<file path="src/dwsc_pkg.sv">
// shared constants for the dual wiper serial control link
package dwsc_pkg;
    localparam int          WORD_W        = 16;
    localparam int          POS_W         = 7;
    localparam logic [6:0]  POS_RESET     = 7'h3F;
    localparam logic [6:0]  POS_MUTE      = 7'h40;
    localparam int          CH0_POS_LSB   = 0;
    localparam int          CH0_MUTE_BIT  = 6;
    localparam int          CH1_POS_LSB   = 8;
    localparam int          CH1_MUTE_BIT  = 14;
    localparam int          CLK_MHZ       = 250;
    localparam int          READY_US      = 10;
    localparam int          READY_CYC     = READY_US * CLK_MHZ;
    localparam int          ZC_WAIT_MS    = 50;
    localparam int          ZC_WAIT_CYC   = ZC_WAIT_MS * 1000 * CLK_MHZ;
    localparam int          HOST_DIV      = 8;
    localparam logic [7:0]  NBITS_RESET   = 8'h10;
    localparam logic [15:0] WIPER_RESET   = 16'h3F3F;
    localparam logic [3:0]  REG_DATA      = 4'h0;
    localparam logic [3:0]  REG_CTRL      = 4'h1;
    localparam logic [3:0]  REG_STAT      = 4'h2;
    localparam logic [3:0]  REG_RDATA     = 4'h3;
endpackage : dwsc_pkg

</file>
<file path="src/dwsc_link_if.sv">
// three-wire link joining host and device ends
`timescale 1ns/1ps
interface dwsc_link_if;
    logic window;
    logic sclk;
    logic data_o;
    logic data_oe;
    logic cascade;

    modport device
    (
        input  window,
        input  sclk,
        input  data_o,
        input  data_oe,
        output cascade
    );
    modport host
    (
        output window,
        output sclk,
        output data_o,
        output data_oe,
        input  cascade
    );
endinterface : dwsc_link_if

</file>
<file path="src/dwsc_device.sv">
// device end: shift register, wiper latch and zero-crossing gate
//
// The address map and the strobed register port are this design's own decisions.
`timescale 1ns/1ps
module dwsc_device
    import dwsc_pkg::*;
#(
    parameter int READY_CYCLES = dwsc_pkg::READY_CYC,
    parameter int ZC_CYCLES    = dwsc_pkg::ZC_WAIT_CYC
)
(
    input  wire logic                   clk,
    input  wire logic                   rst_b,
    dwsc_link_if.device                 link,
    input  wire logic                   zero_cross_enable_n,
    input  wire logic [1:0]             zero_cross,
    output logic      [dwsc_pkg::POS_W-1:0] wiper0,
    output logic      [dwsc_pkg::POS_W-1:0] wiper1,
    output logic                        ready
);
    import dwsc_pkg::*;

    // ********************************
    // state
    // ********************************
    typedef struct packed {
        logic [2:0]        win_s;
        logic [2:0]        clk_s;
        logic [1:0]        dat_s;
        logic [1:0]        zce_s;
        logic [3:0]        zc_s;
        logic [15:0]       shift;
        // pending words wait here while the zero-crossing gate is armed
        logic [15:0]       pend;
        logic [1:0]        pend_v;
        logic [31:0]       zc_cnt;
        logic [31:0]       rdy_cnt;
        logic              ready;
        logic [POS_W-1:0]  w0;
        logic [POS_W-1:0]  w1;
        logic              cout;
    } dwsc_dev_s;

    dwsc_dev_s s_q;
    dwsc_dev_s s_d;

    // line level: driven value or, when floating, the loop-back cascade
    logic din;
    assign din = link.data_oe ? link.data_o : link.cascade;

    // mute overrides the position bits
    function automatic logic [POS_W-1:0] decode(input logic [5:0] pos, input logic mute);
        decode = mute ? POS_MUTE : {1'b0, pos};
    endfunction : decode

    // ********************************
    // next state
    // ********************************
    always_comb
    begin
        logic win;
        logic win_fall;
        logic rise;
        logic zce_on;
        logic [POS_W-1:0] n0;
        logic [POS_W-1:0] n1;
        win      = 1'b0;
        win_fall = 1'b0;
        rise     = 1'b0;
        zce_on   = 1'b0;
        n0       = '0;
        n1       = '0;
        s_d      = s_q;

        // ********************************
        // pin synchronisers
        // ********************************
        // only stage 1 reads the raw pins
        s_d.win_s = {s_q.win_s[1:0], link.window};
        s_d.clk_s = {s_q.clk_s[1:0], link.sclk};
        s_d.dat_s = {s_q.dat_s[0], din};
        s_d.zce_s = {s_q.zce_s[0], zero_cross_enable_n};
        // low pair is stage 1, high pair stage 2, one bit per channel
        s_d.zc_s  = {s_q.zc_s[1:0], zero_cross};
        // window, clock and data see equal depth, so data lines up with its edge
        win      = s_q.win_s[1];
        win_fall = s_q.win_s[2] & ~s_q.win_s[1];
        rise     = s_q.clk_s[1] & ~s_q.clk_s[2];
        zce_on   = ~s_q.zce_s[1];

        // ********************************
        // power-up readiness
        // ********************************
        // edges seen before this point are dropped, not queued
        if (!s_q.ready)
        begin
            s_d.rdy_cnt = s_q.rdy_cnt + 32'h1;
            if (s_q.rdy_cnt >= 32'(READY_CYCLES - 1))
                s_d.ready = 1'b1;
        end

        // ********************************
        // shift register
        // ********************************
        // bits enter at the top, so the oldest bit always sits at bit 0
        // shifting needs the window open; closed window holds contents
        if (s_q.ready && win && rise)
        begin
            s_d.shift = {s_q.dat_s[1], s_q.shift[15:1]};
        end
        s_d.cout = s_d.shift[0];

        // ********************************
        // wiper latch and zero-crossing gate
        // ********************************
        // a full loop-back circulation lands the old word, so no special case
        if (s_q.ready && win_fall)
        begin
            n0 = decode(s_q.shift[CH0_POS_LSB +: 6], s_q.shift[CH0_MUTE_BIT]);
            n1 = decode(s_q.shift[CH1_POS_LSB +: 6], s_q.shift[CH1_MUTE_BIT]);
            if (zce_on)
            begin
                s_d.pend   = {1'b0, n1, 1'b0, n0};
                s_d.pend_v = 2'h3;
                s_d.zc_cnt = '0;
            end
            else
            begin
                s_d.w0     = n0;
                s_d.w1     = n1;
                s_d.pend_v = 2'h0;
            end
        end
        else if (s_q.pend_v != 2'h0)
        begin
            // each channel clears only its own pending bit, so a quiet channel
            // never holds back the other; a new close restarts the count
            s_d.zc_cnt = s_q.zc_cnt + 32'h1;
            // timeout, or enable released: apply what is pending
            if (s_q.zc_cnt >= 32'(ZC_CYCLES - 1) || !zce_on)
            begin
                if (s_q.pend_v[0]) s_d.w0 = s_q.pend[6:0];
                if (s_q.pend_v[1]) s_d.w1 = s_q.pend[14:8];
                s_d.pend_v = 2'h0;
            end
            else
            begin
                if (s_q.pend_v[0] && s_q.zc_s[2])
                begin
                    s_d.w0        = s_q.pend[6:0];
                    s_d.pend_v[0] = 1'b0;
                end
                if (s_q.pend_v[1] && s_q.zc_s[3])
                begin
                    s_d.w1        = s_q.pend[14:8];
                    s_d.pend_v[1] = 1'b0;
                end
            end
        end
    end

    // ********************************
    // registers
    // ********************************
    always_ff @(posedge clk or negedge rst_b)
    begin
        if (!rst_b)
        begin
            s_q       <= '0;
            // shift register starts as the power-up wipers, so a loop-back
            // read before any write returns position 63 on both channels
            s_q.shift <= WIPER_RESET;
            s_q.pend  <= WIPER_RESET;
            s_q.w0    <= POS_RESET;
            s_q.w1    <= POS_RESET;
            s_q.cout  <= 1'b1;
        end
        else
        begin
            s_q <= s_d;
        end
    end

    assign link.cascade = s_q.cout;
    assign wiper0       = s_q.w0;
    assign wiper1       = s_q.w1;
    assign ready        = s_q.ready;
endmodule : dwsc_device

</file>
<file path="src/flat_wrapper.sv">
// flat-port wrapper written by rule: the top's interface ports become plain ports
module dwsc_device_flat import dwsc_pkg::*;
#(
    parameter int READY_CYCLES = dwsc_pkg::READY_CYC,
    parameter int ZC_CYCLES    = dwsc_pkg::ZC_WAIT_CYC
)
  (clk, rst_b, zero_cross_enable_n, zero_cross, wiper0, wiper1, ready, link_window, link_sclk, link_data_o, link_data_oe, link_cascade);
  dwsc_link_if link_i ();
  input  wire logic clk;
  input  wire logic rst_b;
  input  wire logic zero_cross_enable_n;
  input  wire logic [1:0] zero_cross;
  output logic      [dwsc_pkg::POS_W-1:0] wiper0;
  output logic      [dwsc_pkg::POS_W-1:0] wiper1;
  output logic ready;
  input wire logic [$bits(link_i.window)-1:0] link_window;
  input wire logic [$bits(link_i.sclk)-1:0] link_sclk;
  input wire logic [$bits(link_i.data_o)-1:0] link_data_o;
  input wire logic [$bits(link_i.data_oe)-1:0] link_data_oe;
  output wire logic [$bits(link_i.cascade)-1:0] link_cascade;
  assign link_i.window = link_window;
  assign link_i.sclk = link_sclk;
  assign link_i.data_o = link_data_o;
  assign link_i.data_oe = link_data_oe;
  assign link_cascade = link_i.cascade;
  dwsc_device #(.READY_CYCLES(READY_CYCLES), .ZC_CYCLES(ZC_CYCLES)) u_core (.clk(clk), .rst_b(rst_b), .link(link_i), .zero_cross_enable_n(zero_cross_enable_n), .zero_cross(zero_cross), .wiper0(wiper0), .wiper1(wiper1), .ready(ready));
endmodule
</file>
<file path="config.mk">
export PLATFORM = sky130hd
export DESIGN_NAME = dwsc_device_flat
export DESIGN_NICKNAME = d
export VERILOG_FILES = /design/src/dwsc_pkg.sv /design/src/dwsc_link_if.sv /design/src/dwsc_device.sv /design/src/flat_wrapper.sv
export SDC_FILE = /design/constraint.sdc
export NUM_CORES = 1
export LEC_CHECK = 0
export CAP_MARGIN = 5
export CELL_PAD_IN_SITES_DETAIL_PLACEMENT = 0
export CELL_PAD_IN_SITES_GLOBAL_PLACEMENT = 2
export CORE_AREA = 5 5 186 98
export DETAILED_ROUTE_END_ITERATION = 10
export DIE_AREA = 0 0 191 103
export DONT_BUFFER_PORTS = 1
export PLACE_DENSITY_LB_ADDON = 0.1
export SYNTH_ARGS = -nofsm -noshare
export SYNTH_HDL_FRONTEND = slang
export SYNTH_SLANG_ARGS = --single-unit
</file>
<file path="constraint.sdc">
create_clock -name clk -period 2.1 [get_ports clk]
set_clock_uncertainty 0.1 [all_clocks]
set_input_delay 0.105 -clock clk [delete_from_list [all_inputs] [get_ports clk]]
set_output_delay 0.105 -clock clk [all_outputs]
set_load 0.005 [all_outputs]
</file>
==> summary.md <==
| Metric | Value |
|---|---|
| Slew Viols, Final | 0 |
| Net count, final | 572 |
| Num rows | 34 |
| Final WL | 12.5 mm |
| Seq/Total Area, Yosys | 0.560 |
| Via count | 3824 |
| Max Cap Viol | 0 |
| Top-count cell post-synth | dfrtp_1 |
| DRC | 0 |
| Setup ws final | -0.0917 ns |
| Failing checks | hold timing, setup timing |
| Mapped cell area | 0.00566 mm² |
| CP arrival | 2.38 ns |
| Count of final setup violators | 14 |
| Final Hold Vio Count | 125 |
| Fin crit period | 2.19 ns |
| Pin count of the biggest net entering global routing | 126 |
| Fin crit share | 1.04 |
| Chip height | 103 µm |
| Hold_buf cts | 7 |
| Synthesis Warnings | 0 |
| CP top delay family | simple AND/OR/NAND/NOR gates |
| Crit path depth | 6 |
| Final HPWL DP | 8.60 mm |
| Synthesized flop and latch total | 125 |
| RSZ-0062 raised after global routing | true |
| Setup TNS | -0.879 ns |
| Synth top area cells | dfrtp_1 (39%), dfstp_2 (17%), mux2_2 (6.4%), nand2_1 (5.0%), xnor2_1 (4.0%) |
| F_max | 456 MHz |
| Max-slew headroom | 0.733 |
| Hold Worst Slack | -0.699 ns |
| Die area | 0.0197 mm² |
| Worst slew pin tran | 0.397 ns |
| Fill cells | 1585 |
| Hold/Removal Path Class | input pin to async pin |
| Chip Width | 191 µm |
| Final RePlAce weighted congestion | 0.727 |
| TritonCTS Buffers | 17 |
| Clock Power Share | 0.539 |
| Cells after Synth | 515 |
| Antenna violations before repair | 0 |
| Cell Pwr Density | 771 mW/mm² |
| Clock Path Buffers | 2 |
| Switching pwr | 0.00108 W |
| Status | finished, violations left |
| Starting DRT DRC Count | 281 |
| Synth top cells by count | dfrtp_1 (89), nand2_1 (76), o21ai_0 (38) |
| Worst Setup End Kind | flip-flop |
| WL per Instance | 15.4 µm |
| Peak supply drop | 0.000543 V |
| DR vias/cell | 4.73 |
| Worst R2R Path Depth | 6 |
| CP cell instances | or4_4 -> nor4_4 -> nor4b_4 -> o31ai_4 -> buf_12 -> mux2_4 |
| IO buf count | 0 |
| Core footprint | 0.0167 mm² |
| First-pass GRT wire length | 20.6 mm |
| Total grt overflow | 0 |
| Syn_area_per_cell | 11.0 µm² |
| Sequential fraction of design power | 0.458 |
| Post-synthesis net count | 526 |
| Delay of the slowest critical-path stage | 0.54 ns |
| Switching Fraction | 0.203 |
| Dpl cells | 768 |
| Comb power frac | 0.004 |
| Vias in the first global route | 3668 |
| Yosys cell types | 45 |
| Top cell type's share of synthesized area | 0.393 |
| Layout cells sized above 1 | 0.279 |
| Ant diodes | 0 |
| Layout Cells excl Fill | 808 |
| Worst r2r src | u_core.s_q[62]$_DFFE_PN0P_ |
| Number of enable flip-flop cells after synthesis | 0 |
| Required @ worst endpoint | 2.29 ns |
| Pint | 0.00425 W |
| Root buffer cell | clkbuf_16 |
| Gr usage total | 0.137 |
| Crit start category | flip-flop |
| Slowest stage cell on the critical path | or4_4 |
| CP Buf/Inv Count | 1 |
| Crit-path max FO | 7 |
| Final ANT Viol Nets | 0 |
| H-tree levels | 4 |
| Area leader, netlist | dfrtp_1 |
| DRT Pass-1 Iters | 5 |
| Initial Util | 0.339 |
| Skew-Pair Late Insertion Delay | 0.41 ns |
| P&R area growth vs syn | 22.0% |
| Clock transition at the registers of the reported paths | 0.06 ns |
| I/O Pins | 25 |
| LEAKAGE | 3.07 nW |
| Critical path class | flip-flop to flip-flop |
| Worst Setup SP | u_core.s_q[62]$_DFFE_PN0P_ |
| Total clock sinks | 125 |
| CTS tree | done |
| Ys flop type | dfrtp_1 |
| Asr flop ratio synth | 1.00 |
cells by family after synthesis:
logic type / count (synthesis) / share of synthesized area
flops: 125 / 0.560
xor+xnor: 41 / 0.0634
buf+inv: 33 / 0.0323
mux: 40 / 0.0778
fa+ha+maj: 2 / 0.00442
compound gates: 54 / 0.0581
simple gates: 220 / 0.204
state kept, by name, indices dropped and copies added, names as in the netlist:
register       cells
u_core.ready       1
u_core.s_d         8
u_core.s_q       102
u_core.wiper0      7
u_core.wiper1      7
through the flow:
stage	instance area (µm²)	worst slack [ns]	power, W	hold slack (ns)	utilization
finish	6910	-0.0917	0.00533	-0.699	0.413
global route	6910	-0.162	0.00550	-0.724	0.413
CTS	6880	-0.121	0.00541	-0.727	0.411
detailed placement	6190	-0.228	0.00249	-0.284	0.370
global placement	6190	-0.177	0.00249	-0.284	0.370
floorplan	5660	-0.0172	0.00248	-0.291	-
per-layer routing:
| layer | part of all wire | global-route usage | vias to the layer above |
|---|---|---|---|
| met1 | 0.58 | 0.220 | 1884 |
| li1 | - | - | 1879 |
| met5 | 0 | 0 | - |
| met3 | 0.044 | 0.0376 | 4 |
| met4 | 0.0049 | 0.0430 | 0 |
| met2 | 0.37 | 0.172 | 57 |
cells in the final DEF, fill, tap and decap left out, types with 3 or more instances in the layout:
cell,count
nor3_1,6
mux2i_1,8
clkinv_2,4
nand2_1,76
nand4_1,17
nand2b_1,16
dfrtp_1,89
and3_1,12
xor2_1,15
dfstp_2,36
o31ai_1,5
inv_4,4
dlygate4sd3_1,7
nor4_1,6
nand4b_1,3
mux2_4,9
inv_1,3
o21ai_0,38
nor2_1,27
buf_12,3
mux2_2,23
xnor2_1,26
and4_1,5
nand3_1,27
buf_4,47
clkbuf_16,17
a21oi_1,4
and2_1,5
final cells by class:
class	count	area (µm²)	share of cell area
tap	234	293	0.0424
clock inverter	11	114	0.0165
multi-input combinational	357	2370	0.344
timing repair buffer	57	483	0.0699
clock buffer	21	460	0.0666
inverter	3	11.3	0.00163
sequential	125	3170	0.459
power by group through the flow:
| stage | logic, W | clock network (W) | registers, W |
|---|---|---|---|
| 2_1_floorplan | 0.00000659 | 0 | 0.00247 |
| 3_3_place_gp | 0.0000109 | 0 | 0.00248 |
| 3_5_place_dp | 0.0000106 | 0 | 0.00248 |
| 4_1_cts | 0.0000207 | 0.00296 | 0.00244 |
| 5_1_grt | 0.0000219 | 0.00304 | 0.00244 |
| 6_report | 0.0000206 | 0.00287 | 0.00244 |
final timing paths:
path	endpoint	slack, ns
min in group clk	u_core.s_d[117]$_DFF_PN0_	0.15
setup reg to reg	u_core.wiper1[6]$_DFFE_PN0P_	-0.09
setup / recovery	u_core.wiper1[6]$_DFFE_PN0P_	-0.09
hold / removal	u_core.s_q[44]$_DFFE_PN0N_	-0.70
max in group asynchronous	u_core.s_q[99]$_DFFE_PN1P_	2.30
hold reg to reg	u_core.s_q[119]$_DFF_PN0_	0.25
timing repair:
action | CTS | global route
setup buffers | 0 | 1
endpoints found under the setup margin | 14 | 19
cloned | 0 | 0
endpoints found under the hold margin | 131 | 125
resized for setup | 9 | 6
Note: power is estimated with default switching activity, not from simulation.
